===== src/rtcgt_regs.svh =====
`ifndef RTCGT_REGS_SVH
`define RTCGT_REGS_SVH

// ****************************************
// Register byte addresses
// ****************************************
`define RTCGT_RTC_CNT_OFS  32'h01F8_0080
`define RTCGT_RTC_SCL_OFS  32'h01F8_0084
`define RTCGT_GP_CNT_OFS   32'h01F8_0088
`define RTCGT_GP_SCL_OFS   32'h01F8_008C
`define RTCGT_CTRL_OFS     32'h01F8_0098
`define RTCGT_STAT_OFS     32'h01F8_00B0
`define RTCGT_MASK_OFS     32'h01F8_00B4

// ****************************************
// Widths
// ****************************************
`define RTCGT_CNT_W        32
`define RTCGT_RTC_SCL_W    8
`define RTCGT_GP_SCL_W     16

// ****************************************
// Reset values
// ****************************************
`define RTCGT_CNT_RST      32'hFFFF_FFFF
`define RTCGT_RTC_PRE_RST  32'h0FFF_FFFF
`define RTCGT_RTC_SCL_RST  8'hFF
`define RTCGT_GP_SCL_RST   16'hFFFF
`define RTCGT_STAT_RST     2'h0
`define RTCGT_MASK_RST     2'h0

// ****************************************
// Control register fields
// ****************************************
`define RTCGT_GP_RELOAD_B   0
`define RTCGT_GP_CLOAD_B    1
`define RTCGT_GP_RUN_B      2
`define RTCGT_GP_SLOAD_B    3
`define RTCGT_RTC_RELOAD_B  8
`define RTCGT_RTC_CLOAD_B   9
`define RTCGT_RTC_RUN_B     10
`define RTCGT_RTC_SLOAD_B   11

// ****************************************
// Status and mask fields
// ****************************************
`define RTCGT_RTC_EV_B     0
`define RTCGT_GP_EV_B      1

`endif


===== src/rtcgt_pkg.sv =====
`include "rtcgt_regs.svh"

package rtcgt_pkg;

	// ****************************************
	// Register selection
	// ****************************************
	typedef enum {
		SEL_NONE,
		SEL_RTC_CNT,
		SEL_RTC_SCL,
		SEL_GP_CNT,
		SEL_GP_SCL,
		SEL_CTRL,
		SEL_STAT,
		SEL_MASK
	} rtcgt_sel_t;

	typedef logic [31:0] rtcgt_word_t;

	// Address decode, shared by read and write paths
	function automatic rtcgt_sel_t rtcgt_decode(
		input rtcgt_word_t addr
	);
		case (addr)
			`RTCGT_RTC_CNT_OFS: rtcgt_decode = SEL_RTC_CNT;
			`RTCGT_RTC_SCL_OFS: rtcgt_decode = SEL_RTC_SCL;
			`RTCGT_GP_CNT_OFS:  rtcgt_decode = SEL_GP_CNT;
			`RTCGT_GP_SCL_OFS:  rtcgt_decode = SEL_GP_SCL;
			`RTCGT_CTRL_OFS:    rtcgt_decode = SEL_CTRL;
			`RTCGT_STAT_OFS:    rtcgt_decode = SEL_STAT;
			`RTCGT_MASK_OFS:    rtcgt_decode = SEL_MASK;
			default:            rtcgt_decode = SEL_NONE;
		endcase
	endfunction : rtcgt_decode

endpackage : rtcgt_pkg


===== src/rtcgt_top.sv =====
// Function
// Real-time counter: 32 bits, down, readable
// Counter write sets preset, read live
// Real-time scaler: 8 bits, down, readable
// Scaler write sets preset, read live
// Expiry after count times scaler-plus-one
// General counter: 32 bits, down, readable
// General counter write sets separate preset
// General scaler: 16 bits, down, readable
// General scaler write sets preset
// General expiry after count times scaler-plus-one
// Reload bit: restart or stop at zero
// Count-load bit copies preset, starts
// Enable bit runs or holds both
// Scaler-load bit copies preset, starts
// Expiry pulses interrupt request one cycle
// Unused scaler bits read zero, ignored
`timescale 1ns/1ps
`include "rtcgt_regs.svh"

module rtcgt_top
	import rtcgt_pkg::*;
(
	// Clock and reset
	input  wire logic        clk,
	input  wire logic        rst_n,
	// APB slave
	input  wire logic        psel,
	input  wire logic        penable,
	input  wire logic        pwrite,
	input  wire logic [31:0] paddr,
	input  wire logic [31:0] pwdata,
	output logic      [31:0] prdata,
	output logic             pready,
	output logic             pslverr,
	// Timer expiry requests
	output logic             rtcExpire,
	output logic             gpExpire,
	// Interrupt
	output logic             irq
);

	// ****************************************
	// Bus decode
	// ****************************************

	rtcgt_sel_t  setupSel;
	rtcgt_sel_t  accSel;
	wire logic   setupPh  = psel && !penable;
	wire logic   accDone  = psel && penable && pready;
	wire logic   wrDone   = accDone && pwrite;

	// No wait state on any access keeps the
	// answer independent of address and direction
	// Same decode serves the read and write paths
	assign setupSel = rtcgt_decode(paddr);
	assign accSel   = rtcgt_decode(paddr);

	wire logic   wrRtcCnt = wrDone && (accSel == SEL_RTC_CNT);
	wire logic   wrRtcScl = wrDone && (accSel == SEL_RTC_SCL);
	wire logic   wrGpCnt  = wrDone && (accSel == SEL_GP_CNT);
	wire logic   wrGpScl  = wrDone && (accSel == SEL_GP_SCL);
	wire logic   wrCtrl   = wrDone && (accSel == SEL_CTRL);
	wire logic   wrStat   = wrDone && (accSel == SEL_STAT);
	wire logic   wrMask   = wrDone && (accSel == SEL_MASK);

	// ****************************************
	// Control word fields
	// ****************************************

	// Named views of the written control word;
	// only meaningful while wrCtrl is high
	wire logic   ctlGpReload  = pwdata[`RTCGT_GP_RELOAD_B];
	wire logic   ctlGpCload   = pwdata[`RTCGT_GP_CLOAD_B];
	wire logic   ctlGpRun     = pwdata[`RTCGT_GP_RUN_B];
	wire logic   ctlGpSload   = pwdata[`RTCGT_GP_SLOAD_B];
	wire logic   ctlRtcReload = pwdata[`RTCGT_RTC_RELOAD_B];
	wire logic   ctlRtcCload  = pwdata[`RTCGT_RTC_CLOAD_B];
	wire logic   ctlRtcRun    = pwdata[`RTCGT_RTC_RUN_B];
	wire logic   ctlRtcSload  = pwdata[`RTCGT_RTC_SLOAD_B];

	// ****************************************
	// Preset and control registers
	// ****************************************

	logic [31:0] rtcCountPreset;
	logic [7:0]  rtcPrescalePreset;
	logic [31:0] gpCountPreset;
	logic [15:0] gpPrescalePreset;
	logic        rtcAutoReload;
	logic        rtcRunEnable;
	logic        gpAutoReload;
	logic        gpRunEnable;

	// Presets are write-only; reads see live state
	// Unmapped words never select, so writes drop
	always_ff @(posedge clk or negedge rst_n) begin
		if (!rst_n) begin
			rtcCountPreset    <= `RTCGT_RTC_PRE_RST;
			rtcPrescalePreset <= `RTCGT_RTC_SCL_RST;
			gpCountPreset     <= `RTCGT_CNT_RST;
			gpPrescalePreset  <= `RTCGT_GP_SCL_RST;
		end else begin
			// real-time counter preset
			if (wrRtcCnt) begin
				rtcCountPreset <= pwdata;
			end
			// real-time scaler preset
			// upper bits dropped
			if (wrRtcScl) begin
				rtcPrescalePreset <= pwdata[7:0];
			end
			// general counter preset
			if (wrGpCnt) begin
				gpCountPreset <= pwdata;
			end
			// general scaler preset
			if (wrGpScl) begin
				gpPrescalePreset <= pwdata[15:0];
			end
		end
	end

	// Level control bits of the control word
	// Reload and enable are levels; the load bits
	// below are one-shot strobes of the same write
	always_ff @(posedge clk or negedge rst_n) begin
		if (!rst_n) begin
			rtcAutoReload <= 1'b1;
			rtcRunEnable  <= 1'b0;
			gpAutoReload  <= 1'b0;
			gpRunEnable   <= 1'b0;
		end else if (wrCtrl) begin
			// reload selection
			rtcAutoReload <= ctlRtcReload;
			gpAutoReload  <= ctlGpReload;
			// run or hold
			rtcRunEnable  <= ctlRtcRun;
			gpRunEnable   <= ctlGpRun;
		end
	end

	// ****************************************
	// Load strobes
	// ****************************************

	// count-load on written one
	wire logic rtcCountLoad =
		wrCtrl && ctlRtcCload;
	wire logic gpCountLoad =
		wrCtrl && ctlGpCload;
	// scaler-load on written one
	wire logic rtcPrescaleLoad =
		wrCtrl && ctlRtcSload;
	wire logic gpPrescaleLoad =
		wrCtrl && ctlGpSload;

	// ****************************************
	// Timers
	// ****************************************

	logic [31:0] rtcCount;
	logic [7:0]  rtcPrescale;
	logic [31:0] gpCount;
	logic [15:0] gpPrescale;
	logic        rtcExpireEv;
	logic        gpExpireEv;

	// Both timers share one body; only the scaler
	// width and its reset value differ. A counter
	// preset of zero behaves as one, so the shortest
	// period is a single scaler round.
	// real-time counter
	// real-time scaler
	rtcgt_timer #(
		.SW      (`RTCGT_RTC_SCL_W),
		.SCL_RST (`RTCGT_RTC_SCL_RST)
	) u_rtc (
		.clk            (clk),
		.rst_n          (rst_n),
		.runEnable      (rtcRunEnable),
		.autoReload     (rtcAutoReload),
		.countLoad      (rtcCountLoad),
		.prescaleLoad   (rtcPrescaleLoad),
		.countPreset    (rtcCountPreset),
		.prescalePreset (rtcPrescalePreset),
		.count          (rtcCount),
		.prescale       (rtcPrescale),
		.expire         (rtcExpireEv)
	);

	// general counter
	// general scaler
	rtcgt_timer #(
		.SW      (`RTCGT_GP_SCL_W),
		.SCL_RST (`RTCGT_GP_SCL_RST)
	) u_gp (
		.clk            (clk),
		.rst_n          (rst_n),
		.runEnable      (gpRunEnable),
		.autoReload     (gpAutoReload),
		.countLoad      (gpCountLoad),
		.prescaleLoad   (gpPrescaleLoad),
		.countPreset    (gpCountPreset),
		.prescalePreset (gpPrescalePreset),
		.count          (gpCount),
		.prescale       (gpPrescale),
		.expire         (gpExpireEv)
	);

	// ****************************************
	// Interrupt status and mask
	// ****************************************

	logic [1:0] intStatus;
	logic [1:0] intMask;
	logic [1:0] evVec;
	logic [1:0] clrVec;
	logic [1:0] next_intStatus;

	assign evVec[`RTCGT_RTC_EV_B] = rtcExpireEv;
	assign evVec[`RTCGT_GP_EV_B]  = gpExpireEv;
	assign clrVec = wrStat ? pwdata[1:0] : 2'h0;

	// Set beats clear so no expiry is lost
	// Status takes the registered expiry, so a bit
	// sets on the edge that its request output rises
	generate
		for (genvar i = 0; i < 2; i++) begin : g_stat
			assign next_intStatus[i] =
				evVec[i] || (intStatus[i] && !clrVec[i]);
		end
	endgenerate

	// Sticky status, mask and registered outputs
	always_ff @(posedge clk or negedge rst_n) begin
		if (!rst_n) begin
			intStatus <= `RTCGT_STAT_RST;
			intMask   <= `RTCGT_MASK_RST;
			irq       <= 1'b0;
			rtcExpire <= 1'b0;
			gpExpire  <= 1'b0;
		end else begin
			intStatus <= next_intStatus;
			if (wrMask) begin
				intMask <= pwdata[1:0];
			end
			irq       <= |(intStatus & intMask);
			// pass one-cycle requests out
			rtcExpire <= rtcExpireEv;
			gpExpire  <= gpExpireEv;
		end
	end

	// ****************************************
	// Read path and handshake
	// ****************************************

	logic [31:0] rdMux;
	logic        rdErr;

	// Live values at shared addresses
	// Counters are sampled at the setup edge, so a
	// read returns one whole word from one cycle,
	// never a mix of old and new bits
	always_comb begin
		rdMux = 32'h0000_0000;
		rdErr = 1'b0;
		case (setupSel)
			// live real-time counter
			SEL_RTC_CNT: rdMux = rtcCount;
			// upper scaler bits zero
			SEL_RTC_SCL: rdMux = {24'h00_0000, rtcPrescale};
			SEL_GP_CNT:  rdMux = gpCount;
			SEL_GP_SCL:  rdMux = {16'h0000, gpPrescale};
			SEL_CTRL: begin
				rdMux[`RTCGT_GP_RELOAD_B]  = gpAutoReload;
				rdMux[`RTCGT_GP_RUN_B]     = gpRunEnable;
				rdMux[`RTCGT_RTC_RELOAD_B] = rtcAutoReload;
				rdMux[`RTCGT_RTC_RUN_B]    = rtcRunEnable;
			end
			SEL_STAT:    rdMux = {30'h0000_0000, intStatus};
			SEL_MASK:    rdMux = {30'h0000_0000, intMask};
			SEL_NONE:    rdErr = 1'b1;
			default:     rdErr = 1'b1;
		endcase
	end

	// No wait state: data captured at setup edge
	// Error rises only alongside ready
	always_ff @(posedge clk or negedge rst_n) begin
		if (!rst_n) begin
			prdata  <= 32'h0000_0000;
			pready  <= 1'b0;
			pslverr <= 1'b0;
		end else begin
			pready  <= setupPh;
			pslverr <= setupPh && rdErr;
			if (setupPh && !pwrite) begin
				prdata <= rdMux;
			end
		end
	end

endmodule : rtcgt_top


===== src/rtcgt_timer.sv =====
`timescale 1ns/1ps
`include "rtcgt_regs.svh"

module rtcgt_timer
	import rtcgt_pkg::*;
#(
	parameter int SW = 8,
	parameter logic [SW-1:0] SCL_RST = '1
) (
	// Clock and reset
	input  wire logic          clk,
	input  wire logic          rst_n,
	// Control
	input  wire logic          runEnable,
	input  wire logic          autoReload,
	input  wire logic          countLoad,
	input  wire logic          prescaleLoad,
	input  wire logic [31:0]   countPreset,
	input  wire logic [SW-1:0] prescalePreset,
	// State
	output logic      [31:0]   count,
	output logic      [SW-1:0] prescale,
	output logic               expire
);

	// ****************************************
	// Underflow and expiry decode
	// ****************************************
	logic          running;
	wire logic     active    = runEnable && running;
	wire logic     sclZero   = (prescale == '0);
	wire logic     tick      = active && sclZero;
	// expiry after preset periods
	// same for second timer
	wire logic     lastTick  = tick && (count <= 32'h0000_0001);
	logic [31:0]   next_count;
	logic [SW-1:0] next_prescale;
	logic          next_running;

	// Scaler divides the clock by preset plus one
	always_comb begin
		next_prescale = prescale;
		if (prescaleLoad) begin
			next_prescale = prescalePreset;
		end else if (tick) begin
			next_prescale = prescalePreset;
		end else if (active) begin
			next_prescale = prescale - 1'b1;
		end
	end

	// Counter steps once per scaler underflow
	always_comb begin
		next_count   = count;
		next_running = running;
		if (countLoad) begin
			next_count   = countPreset;
			next_running = 1'b1;
		end else if (lastTick) begin
			// reload or stop at zero
			next_count   = autoReload ? countPreset : '0;
			next_running = autoReload;
		end else if (tick) begin
			next_count = count - 32'h0000_0001;
		end
		if (prescaleLoad) begin
			next_running = 1'b1;
		end
	end

	// State registers
	always_ff @(posedge clk or negedge rst_n) begin
		if (!rst_n) begin
			count    <= `RTCGT_CNT_RST;
			prescale <= SCL_RST;
			running  <= 1'b1;
			expire   <= 1'b0;
		end else begin
			count    <= next_count;
			prescale <= next_prescale;
			running  <= next_running;
			// one-cycle expiry pulse
			expire   <= lastTick && !countLoad;
		end
	end

endmodule : rtcgt_timer


===== config.mk =====
export PLATFORM = sky130hd
export DESIGN_NAME = rtcgt_top
export DESIGN_NICKNAME = d
export VERILOG_FILES = /design/src/rtcgt_pkg.sv /design/src/rtcgt_top.sv /design/src/rtcgt_timer.sv
export VERILOG_INCLUDE_DIRS = /design/src /design/src/src
export SDC_FILE = /design/constraint.sdc
export NUM_CORES = 1
export LEC_CHECK = 0
export BUFFER_PORTS_ARGS = -buffer_cell sky130_fd_sc_hd__buf_2
export CORE_MARGIN = 8
export CORE_UTILIZATION = 45
export CTS_CLUSTER_DIAMETER = 150
export DETAILED_ROUTE_END_ITERATION = 10
export PLACE_DENSITY = 0.66
export SLEW_MARGIN = 30
export SYNTH_ARGS = -nofsm -noshare
export SYNTH_HDL_FRONTEND = slang
export SYNTH_SLANG_ARGS = --single-unit

===== constraint.sdc =====
create_clock -name clk -period 3.1 [get_ports clk]
set_clock_uncertainty 0.1 [all_clocks]
set_input_delay 0.465 -clock clk [delete_from_list [all_inputs] [get_ports clk]]
set_output_delay 0.465 -clock clk [all_outputs]
set_load 0.02 [all_outputs]

# [After elaboration in Yosys (flattened, before gate mapping)]
# Cells that the tools add are included.
# W data, S select, Z words.
[word_totals] regBits=225 in_bits=69
[op_classes] n_addsub=4 order_cmp=2 n_eq_ne=21 mux=31 bitwise_logic=1 n_reduce_logical=45
[op_table] operator="$mux W32" count=8
[op_table] operator="$eq A32 B25 Y1 const B" count=7
[op_table] operator="$eq A32 B3 Y1 const B" count=6
[op_table] operator="$eq A32 B4 Y1 const B" count=4
[op_table] operator="$eq A32 B2 Y1 const B" count=3
[op_table] operator="$le A32 B1 Y1 const B" count=2
[op_table] operator="$sub A32 B1 Y32 const B" count=2
[op_table] operator="$pmux W21 S3" count=1
[op_table] operator="$mux W16" count=3
[op_table] operator="$eq A32 B1 Y1 const B" count=1
[op_table] operator="$logic_and A1 B1 Y1" count=27
[op_table] operator="$mux W8" count=3
[op_table] operator="$pmux W3 S7" count=1
[op_table] operator="$pmux W5 S4" count=1
[op_table] operator="$reduce_bool A3 Y1" count=6
[op_table] operator="$logic_not A16 Y1" count=1
[op_table] operator="$sub A16 B1 Y16 const B" count=1
[op_table] operator="$logic_not A8 Y1" count=1
[op_table] operator="$pmux W1 S4" count=2
[op_table] operator="$sub A8 B1 Y8 const B" count=1
[op_table] operator="$mux W1" count=7
[op_table] operator="$pmux W1 S7" count=1
[op_table] operator="$reduce_or A7 Y1" count=1
[op_table] operator="$logic_not A1 Y1" count=6
[op_table] operator="7 further kinds" count=8

# [Longest topological paths before layout]
# Gate-level depths: netlist (run 1).
[depth] ltp_word=8 mapped_depth=11

# [Cells and area by module]
# From an unflattened synthesis (run 1), not the netlist that was laid out.
[hier_totals] cells_unflattened=1221 hier_area_um2=12389.4
[modules_own_cells] mod="rtcgt_top" instances=1 cells_per_inst=458 area_each_um2=6082.1 seq_area_each_um2=3434.5
[modules_own_cells] mod="rtcgt_timer at u_gp" instances=1 cells_per_inst=419 area_each_um2=3438.3 seq_area_each_um2=1312.5
[modules_own_cells] mod="rtcgt_timer at u_rtc" instances=1 cells_per_inst=344 area_each_um2=2869.0 seq_area_each_um2=1102.3

# [Worst setup path before layout (run 1)]
# No wires, ideal clock.
[synth_path] kind="input to register" from="input port paddr[5]" to="register intMask[0]" setup_time_ns=0.125 arrival_time_ns=2.805 path_slack_ns=0.070 stages=8 path_cell_list="clkbuf_1 > or2_2 > clkbuf_1 > or2_2 > a211o_1 > or4b_1 > nor4_1 > mux2_2"
[synth_between] elab_chain_len=4
[synth_rtl] item="start, declared" line_no="rtcgt_top.sv:31" rtl="input wire logic [31:0] paddr,"
[synth_rtl] item="$eq A32 B25 Y1" line_no="rtcgt_pkg.sv:25" rtl="case (addr)"
[synth_rtl] item="$pmux W3 S7 *" line_no="rtcgt_pkg.sv:25"
[synth_rtl] item="$eq A32 B4 Y1 *" line_no="rtcgt_top.sv:65" rtl="wire logic wrMask = wrDone && (accSel == SEL_MASK);"
[synth_rtl] item="$logic_and A1 B1 Y1 *" line_no="rtcgt_top.sv:65"
[synth_rtl] item="end signal, assigned" line_no="rtcgt_top.sv:239" rtl="intMask <= `RTCGT_MASK_RST;"
[synth_rtl] item="end signal, assigned" line_no="rtcgt_top.sv:246" rtl="intMask <= pwdata[1:0];"
[synth_rtl] item="end, declared" line_no="rtcgt_top.sv:216" rtl="logic [1:0] intMask;"
# Mark *: on every way between the ends. The rest lies on a longest branch, timed or not.
# A chain may end at the register's enable or synchronous reset.

# [Worst setup path in the final report (run 1)]
[layout_path] from="register u_gp.count[10]" to="register u_gp.count[3]"
[layout_between] elab_chain_len=4
[layout_rtl] item="start, declared" line_no="rtcgt_timer.sv:21" rtl="output logic [31:0] count,"
[layout_rtl] item="start signal, assigned" line_no="rtcgt_timer.sv:74" rtl="count <= `RTCGT_CNT_RST;"
[layout_rtl] item="start signal, assigned" line_no="rtcgt_timer.sv:79" rtl="count <= next_count;"
[layout_rtl] item="$le A32 B1 Y1 *" line_no="rtcgt_timer.sv:35" rtl="wire logic lastTick = tick && (count <= 32'h0000_0001);"
[layout_rtl] item="$logic_and A1 B1 Y1 *" line_no="rtcgt_timer.sv:35"
[layout_rtl] item="$mux W32" line_no="rtcgt_timer.sv:59" rtl="end else if (lastTick) begin"
[layout_rtl] item="$mux W32" line_no="rtcgt_timer.sv:56" rtl="if (countLoad) begin"
# Marked as above.

==> results of run 1 <==
## stage by stage
step | power (mW) | utilization [%] | cells
4_1_cts | 6.44 | 55.1 | 1744
6_report | 6.37 | 55.4 | 1747
3_5_place_dp | 3.43 | 51.8 | 1698
3_3_place_gp | 3.42 | 51.7 | 1697
5_1_grt | 6.59 | 55.4 | 1746
2_1_floorplan | 3.20 | - | 1213
## report_power, final
group | internal [mW] | switching, mW | leakage, nW | total (mW)
logic | 0.120 | 0.246 | 3.05 | 0.366
clock network | 1.77 | 1.22 | 0.410 | 2.99
registers | 2.99 | 0.0217 | 2.45 | 3.01
total | 4.89 | 1.48 | 5.92 | 6.37
## worst register-to-register path: cells and delay by family, from the launching register on
kind            cells  cell delay (ps)
compound gates      2              230
simple gates        5             2250
flops               1              400
## cells in the final DEF, fill, tap and decap left out, drive strengths merged, types with 24 or more instances in the layout
master,instances
nor4,24
o21ai,99
buf,214
a21oi,90
dfrtp,50
nand3,25
nand2,123
nor3,49
mux2,92
nor2,140
dfstp,175
clkbuf,34
## logic make-up after synthesis
group,after synthesis,synth area share [%]
adders and majority gates,6,0.635
and+or+nand+nor,453,18.5
AOI/OAI and AO/OA,329,17.9
xor gates and xnor gates,23,1.70
buffers and inverters,82,2.74
muxes,95,9.02
DFF,225,49.5
## metal layers
metal  vias to the layer above  GRT usage [%]  wire length, µm
li1                       4830              -                -
met1                      5265           33.8            16400
met2                       487           38.6            18000
met3                        87           5.97             4110
met5                         -              0               21
met4                         2           8.58             1180
## sequential cells by signal (all words and copies together) (netlist names), 2 cells and up
| register | flops |
|---|---|
| gpCountPreset | 32 |
| gpPrescalePreset | 16 |
| intMask | 2 |
| intStatus | 2 |
| prdata | 32 |
| rtcCountPreset | 32 |
| rtcPrescalePreset | 8 |
| u_gp.count | 32 |
| u_gp.prescale | 16 |
| u_rtc.count | 32 |
| u_rtc.prescale | 8 |
## final timing paths
| kind | endpoint | slack [ps] | cells past startpoint |
|---|---|---|---|
| max | u_gp.count[3] | 60 | 7 |
| min | pready | 60 | 2 |
| max reg2reg | u_gp.count[3] | 60 | 7 |
| min reg2reg | gpExpire | 300 | 0 |
| max in group asynchronous | u_gp.prescale[6] | 1570 | 3 |
| min in group asynchronous | rtcCountPreset[29] | 460 | 2 |
## cell type report
type	count	area share (%)
antenna	1	0.0174
clock buffer	34	5.23
clock inverter	11	0.627
inverter	20	0.523
multi-input combinational	906	40.0
sequential	225	40.7
tap	335	2.92
timing repair buffer	215	9.92
## what timing repair did
action | in CTS | in global routing
setup endpoints to repair | 24 | 31
resized for setup | 2 | 21
pin swaps | 1 | 5
hold buffers | 1 | 0
setup buffers | 0 | 2
hold endpoints to repair | 7 | 0
==> flow_summary.toml, run 1 <==
[run]
max_cap_viol_count = 0

[timing]
setup_ws_ps = 63.9
slew_violations = 0
setup_viol = 0
holdWs_ps = 64.4
relSlewSlack_pct = 46.3
tightest_slew_ps = 803
setup_tns_ps = 0
max_freq_ghz = 0.329
period_share_pct = 97.9
finalHoldViolCount = 0
fin_crit_ps = 3040

[global_routing]
grt_max_degree = 94
first_global_vias = 10500
grt_remaining_overflow = 0
antenna_found_initial = 3
grt_pass1_wl_um = 61400
grt_usage_pct = 25.0

[worst_setup_path]
start_kind = "flop"
crit_slowest_cell = "or4_4"
crit_top_cell = "or4_4"
end_kind = "flop"
critPathMaxStageDelay_ps = 610
critPathLaunch = "u_gp.count[10]"
critical_path.top_delay_family = "simple AND/OR/NAND/NOR gates"
cp.required_ps = 3460
cp.arrival_ps = 3400
path_max_fanout = 5
r2r_start = "u_gp.count[10]"
crit_type = "reg2reg"
cp_num_buf_inv = 0
cp_cell_sequence = "or4_4, or4_4, or4_4, or4_4, nand2_2, a21oi_1, o21a_1"

[detailed_routing]
dr.pass1.iters = 7
dr.first_iter.drc_count = 1058
drcViolationCount = 0
wl_per_cell_um = 22.8
routed_via_density = 6.11
vias = 10700
wl_um = 39800
postRouteAntennaNets = 0

[placed_design]
port_buffers = 105
dpl.hpwl_um = 29200
place_area_um2 = 13400
pre_cts_ws_ps = -67.1
gp_congestion = 0.935

[yosys]
synth_area_um2 = 11800
yosysMostFrequentCell = "dfstp_2"
synth_top_area_share_pct = 38.9
ys_top_cells_by_area = "dfstp_2 39%, dfrtp_1 11%, mux2_2 8.8%, nor2_1 4.4%, o21ai_0 4.0%"
ys_types = 69
synth_common_cells = "175 x dfstp_2, 139 x nor2_1, 123 x nand2_1, 94 x o21ai_0, 92 x mux2_2"
synth_edf_count = 0
ys_warn_count = 0
ys_ff_latch = 225
synthCells = 1213
synthArstFlopShare_pct = 100
ys_seq_area_share_pct = 49.5
synth_nets = 1288
avgSynthCellArea_um2 = 9.75
ys_dominant_reg_cell = "dfstp_2"
synth_top_area_cell = "dfstp_2"

[final_layout]
syn_to_final_growth_pct = 21.5
stdcell_area_um2 = 14400
drive_gt1_share_pct = 40.0
fillers = 2327
multiInputGateArea_um2 = 5750
layout.nets = 1468
regArea_um2 = 5850

[floorplanning]
fp.dieH_um = 178
die_width_um = 178
ios = 106
start_util_pct = 45.6
die_area_um2 = 31700
core_um2 = 25900
rows = 59

[cts]
cts_tree = "yes"
numCtsBuffers = 25
cts_max_level = 1
cts-root-buf = "clkbuf_16"
cts_sinks = 225
clk_pin_slew_ps = 60
cts.path.max_buffers = 3
clk_latency_ps = 530

[run_status]
outcome = "finished, final reports clean"

[power]
p_leak_nw = 5.92
ir_drop_v = 0.000354
power.density_nw_per_um2 = 444

[hold_path]
min_path_type = "in2reg"
hp-start = "penable"
Note: power is estimated with default switching activity, not from simulation.
==> inputs of run 2 (changes only) <==
- BUFFER_PORTS_ARGS: -buffer_cell sky130_fd_sc_hd__buf_2 -> unset
- DONT_BUFFER_PORTS: unset -> 1
- PLACE_DENSITY: 0.66 -> 0.63
==> run 2 against run 1 <==
  * The run now ends with hold timing left
  * Worst setup slack lost 13 ps
  * Critical path type unchanged
  * Hold slack lost 510 ps
  * Global-route usage shrank 0.42 points
  * Register-to-register slack is essentially flat
  * Sequential power grew 2%
  * Non-clock buffer count shrank 79
  * Die area is the same
  * Sequential share of layout area grew 0.71 points
  * Clock power grew 5%
  * Final cell count shrank 4.6%
  * Utilization shrank 0.95 points
==> flow_summary.toml, run 2 (synthesis results as in run 1) <==
[cts]
cts-root-buf = "clkbuf_16"
cts.path.max_buffers = 3
clk_latency_ps = 530
numCtsBuffers = 24
clk_pin_slew_ps = 60
ctsHoldBuffers = 33
cts_max_level = 1
cts_sinks = 225
cts_tree = "yes"

[detailed_routing]
dr.first_iter.drc_count = 990
postRouteAntennaNets = 0
routed_via_density = 6.24
dr.pass1.iters = 5
vias = 10400
wl_per_cell_um = 23.7
wl_um = 39500
drcViolationCount = 0

[timing]
rsz0062_at_grt = "yes"
fin_crit_ps = 3050
finalHoldViolCount = 225
tightest_slew_ps = 773
relSlewSlack_pct = 48.3
holdWs_ps = -448
max_freq_ghz = 0.328
period_share_pct = 98.4
setup_ws_ps = 50.9
slew_violations = 0
setup_viol = 0

[run]
max_cap_viol_count = 0

[worst_setup_path]
cp_cell_sequence = "or4_4, or4_4, or4_4, or4_4, nand2_1, a21oi_1, o21a_1"
end_kind = "flop"
cp.arrival_ps = 3410
cp.required_ps = 3460
crit_type = "reg2reg"
cp_num_buf_inv = 0
crit_top_cell = "or4_4"
start_kind = "flop"
critPathMaxStageDelay_ps = 590
critical_path.top_delay_family = "simple AND/OR/NAND/NOR gates"
crit_slowest_cell = "or4_4"
path_max_fanout = 5

[run_status]
outcome = "complete, but fails checks"
violations = "hold timing"

[final_layout]
stdcell_area_um2 = 14100
drive_gt1_share_pct = 34.0
final_cells = 1667
final_common_cell = "dfstp_2"
final_cell_mix = "175 x dfstp_2, 137 x nor2_1, 122 x nand2_1"
layout.nets = 1388
syn_to_final_growth_pct = 19.4

[power]
power.density_nw_per_um2 = 452
ir_drop_v = 0.000368
p_leak_nw = 5.55

[floorplanning]
fp.dieH_um = 178
die_width_um = 178
start_util_pct = 45.6
die_area_um2 = 31700
rows = 59
core_um2 = 25900
ios = 106

[global_routing]
grt_pass1_wl_um = 60300
grt_usage_pct = 24.5
first_global_vias = 9876
antenna_found_initial = 1
grt_max_degree = 226
grt_remaining_overflow = 0

[placed_design]
pre_cts_ws_ps = -13.1
place_area_um2 = 12800
gp_congestion = 0.917
dpl.hpwl_um = 27800
port_buffers = 0
placedCellCount = 1583

[hold_path]
min_path_type = "in2async"
==> run 2: changes by cell type in the layout (fill, tap and decap cells not counted), sizes merged <==
cell / delta
clkinv: -1
bufinv: +3
dlygate4sd3: +32
buf: -112
clkbuf: +2
clkinvlp: -4
==> run 2: cell type report <==
class	instances	area (µm²)
Clock inverter	9	149
Inverter	20	75.1
Multi-Input combinational cell	906	5750
Tap cell	335	419
Sequential cell	225	5850
Timing Repair Buffer	136	1160
Antenna cell	1	2.50
Clock buffer	35	713
Fill cell	2267	11800
==> run 2: timing repair <==
action	4_1_cts	5_1_grt
gates resized for setup	4	15
gates cloned	0	1
setup endpoints to repair	5	46
setup buffers	1	4
endpoints found under the hold margin	316	225
pin swaps	1	2
==> run 2: worst paths after layout <==
kind | from | end | slack (ps) | cells past startpoint
max | u_gp.count[10] | u_gp.count[6] | 50 | 7
min | rst_n | rtcCountPreset[29] | -450 | 0
max reg2reg | u_gp.count[10] | u_gp.count[6] | 50 | 7
min reg2reg | u_rtc.expire | rtcExpire | 280 | 0
max in group asynchronous | rst_n | u_gp.prescale[3] | 3040 | 0
min in group clk | pwdata[0] | intStatus[0] | 20 | 2
==> run 2: where the power goes <==
part | internal, mW | switching (mW) | total (mW)
combinational | 0.0739 | 0.0876 | 0.162
clock | 1.93 | 1.21 | 3.14
sequential | 2.99 | 0.0889 | 3.08
==> run 2: per-stage QoR <==
stage | total power, mW | hold slack, ps | TNS, ps | utilization [%]
global route | 6.58 | -471 | -30.0 | 54.5
detailed placement | 3.23 | 82.9 | -15.9 | 49.4
global placement | 3.23 | 83.1 | -951 | 49.3
finish | 6.38 | -448 | 0 | 54.5
CTS | 6.43 | -468 | 0 | 54.1
floorplan | 3.20 | 69.4 | 0 | -
==> run 2: routing by layer <==
layer	share of wire, %	GRT usage [%]
met5	0	0
met3	8.8	4.38
met4	2.0	6.43
met1	44	34.7
met2	45	38.2
==> inputs of run 3 (changes only) <==
- ABC_AREA: unset -> 1
- SKIP_CTS_REPAIR_TIMING: unset -> 1
==> run 3 against run 2 <==
  * The run still ends with hold timing left
  * Total power decreased by 4.7%
  * Global-route usage is essentially flat
  * Hold slack worse by 23 ps
  * Routed wire length grew 14%
  * Sequential power down 4%
  * Flip-flop and latch count did not move
  * Register-to-register slack better by 350 ps
  * Sequential share of layout area is 2.1 points lower
  * Largest cell class is now multi-input combinational cells
  * Worst setup slack gained 350 ps
==> flow_summary.toml, run 3 <==
[run_status]
outcome = "complete, but fails checks"
violations = "hold timing"

[global_routing]
first_global_vias = 12200
grt_pass1_wl_um = 69700
grt_max_degree = 226
antenna_found_initial = 0
grt_remaining_overflow = 0
grt_usage_pct = 24.5

[run]
max_cap_viol_count = 0

[worst_setup_path]
cp_cell_sequence = "inv_1, ha_1, nand2_1, nor2_2, nand2_1, nand2_1, nand4_1, nand2_2, inv_4, nor2_2, nor2_1, nor2_1"
path_max_fanout = 20
r2r_slack_ps = 400
crit_top_cell = "nand2_1"
cp.required_ps = 3470
crit_type = "reg2reg"
crit_slowest_cell = "nand2_2"
end_kind = "flop"
start_kind = "flop"
critPathMaxStageDelay_ps = 450
cp.arrival_ps = 3070

[power]
p_comb_share_pct = 1.6
p_seq_share_pct = 48.6
p_sw_share_pct = 21.9
p_clk_share_pct = 49.8
power.density_nw_per_um2 = 409
p_sw_mw = 1.33
p_int_mw = 4.75
ir_drop_v = 0.000337
p_leak_nw = 6.91

[timing]
period_share_pct = 87.0
tightest_slew_ps = 853
setup_viol = 0
relSlewSlack_pct = 43.0
finalHoldViolCount = 225
max_freq_ghz = 0.371
slew_violations = 0
holdWs_ps = -471
rsz0062_at_grt = "no"
fin_crit_ps = 2700
setup_tns_ps = 0

[yosys]
synth_nets = 2010
ys_top_cells_by_area = "dfstp_2 34%, nand2_1 19%, dfrtp_1 9.2%, nor2_1 6.0%, nand3_1 5.7%"
ys_types = 42
synthCells = 1935
synthArstFlopShare_pct = 100
synth_edf_count = 0
ys_seq_area_share_pct = 42.8
ys_dominant_reg_cell = "dfstp_2"
synth_common_cells = "702 x nand2_1, 220 x nor2_1, 194 x inv_1, 175 x dfstp_2, 155 x nand3_1"
synth_area_um2 = 13700
ys_ff_latch = 225
avgSynthCellArea_um2 = 7.06
yosysMostFrequentCell = "nand2_1"
synth_top_area_share_pct = 33.7
ys_warn_count = 0
synth_top_area_cell = "dfstp_2"

[floorplanning]
rows = 63
core_um2 = 29800
die_width_um = 190
ios = 106
die_area_um2 = 36200
start_util_pct = 45.8
fp.dieH_um = 190

[cts]
cts-root-buf = "clkbuf_16"
cts_tree = "yes"
clk_pin_slew_ps = 60
numCtsBuffers = 27
cts_sinks = 225
clk_latency_ps = 550
cts_max_level = 1
cts.path.max_buffers = 3

[detailed_routing]
dr.first_iter.drc_count = 1193
routed_via_density = 5.39
wl_per_cell_um = 19.2
dr.pass1.iters = 6
drcViolationCount = 0
vias = 12600
postRouteAntennaNets = 0
wl_um = 45100

[final_layout]
fin_util_pct = 49.9
final_cell_mix = "702 x nand2_1, 219 x nor2_1, 194 x inv_1"
syn_to_final_growth_pct = 8.85
drive_gt1_share_pct = 15.6
regArea_um2 = 5850
layout.nets = 2006
final_common_cell = "nand2_1"
fillers = 3030
multiInputGateArea_um2 = 6680

[placed_design]
dpl.hpwl_um = 33400
port_buffers = 0
gp_congestion = 0.950

[hold_path]
min_path_type = "in2async"
run 3: path summary, 6_finish.rpt:
kind | startpoint | endpoint | cells after the start
max in group asynchronous | rst_n | u_rtc.count[21] | 0
worst max register to register | u_rtc.count[0] | u_rtc.count[3] | 12
worst max-delay path | u_rtc.count[0] | u_rtc.count[3] | 12
worst min register to register | u_rtc.expire | rtcExpire | 0
min in group clk | pwdata[1] | u_gp.expire | 3
worst min-delay path | rst_n | prdata[10] | 0
run 3: cell families (layout without fill, tap and decap cells):
family | Yosys count | count (layout) | synth area share [%]
and+or+nand+nor | 1201 | 1201 | 37.6
buffers and inverters | 267 | 283 | 8.24
DFF | 225 | 225 | 42.8
AOI/OAI and AO/OA | 178 | 178 | 6.99
xor gates and xnor gates | 57 | 57 | 3.66
adders and majority gates | 6 | 6 | 0.550
muxes | 1 | 1 | 0.0825
other | 0 | 1 | 0
run 3: critical path: cells and delay by family (launching register included):
kind | cells | cell delay [ps]
buffers and inverters | 2 | 230
DFF | 1 | 380
adders and majority gates | 1 | 290
and+or+nand+nor | 9 | 1610
run 3: power groups by stage:
stage	combinational (mW)	clock (mW)	sequential, mW
floorplan	0.0396	0	3.00
global placement	0.0857	0	3.00
detailed placement	0.0856	0	3.00
CTS	0.0861	3.09	2.95
global route	0.101	3.20	2.95
finish	0.0963	3.03	2.95
run 3: layout make-up:
cell class                 instances  share of cell area (%)
inverter                         206                    5.22
timing repair buffer              28                    1.55
clock inverter                     7                   0.421
antenna                            1                  0.0168
multi-input combinational       1443                    45.0
tap                              390                    3.28
sequential                       225                    39.4
clock buffer                      42                    5.19
run 3: metrics by stage:
stage	setup slack, ps	std cells	total power, mW	cell area (µm²)
after floorplan	1160	1935	3.04	13700
after global placement	411	2284	3.08	13900
after detailed placement	441	2284	3.08	13900
after CTS	424	2333	6.13	14800
after global routing	215	2341	6.26	14900
final	402	2342	6.08	14900
run 3: layer usage:
layer / vias up / global-route usage (%) / routed length (µm)
met4: 0 / 7.88 / 1440
met1: 6069 / 33.3 / 19800
met5: - / 0 / 0
li1: 6080 / - / -
met2: 401 / 39.7 / 20900
met3: 80 / 3.94 / 2860
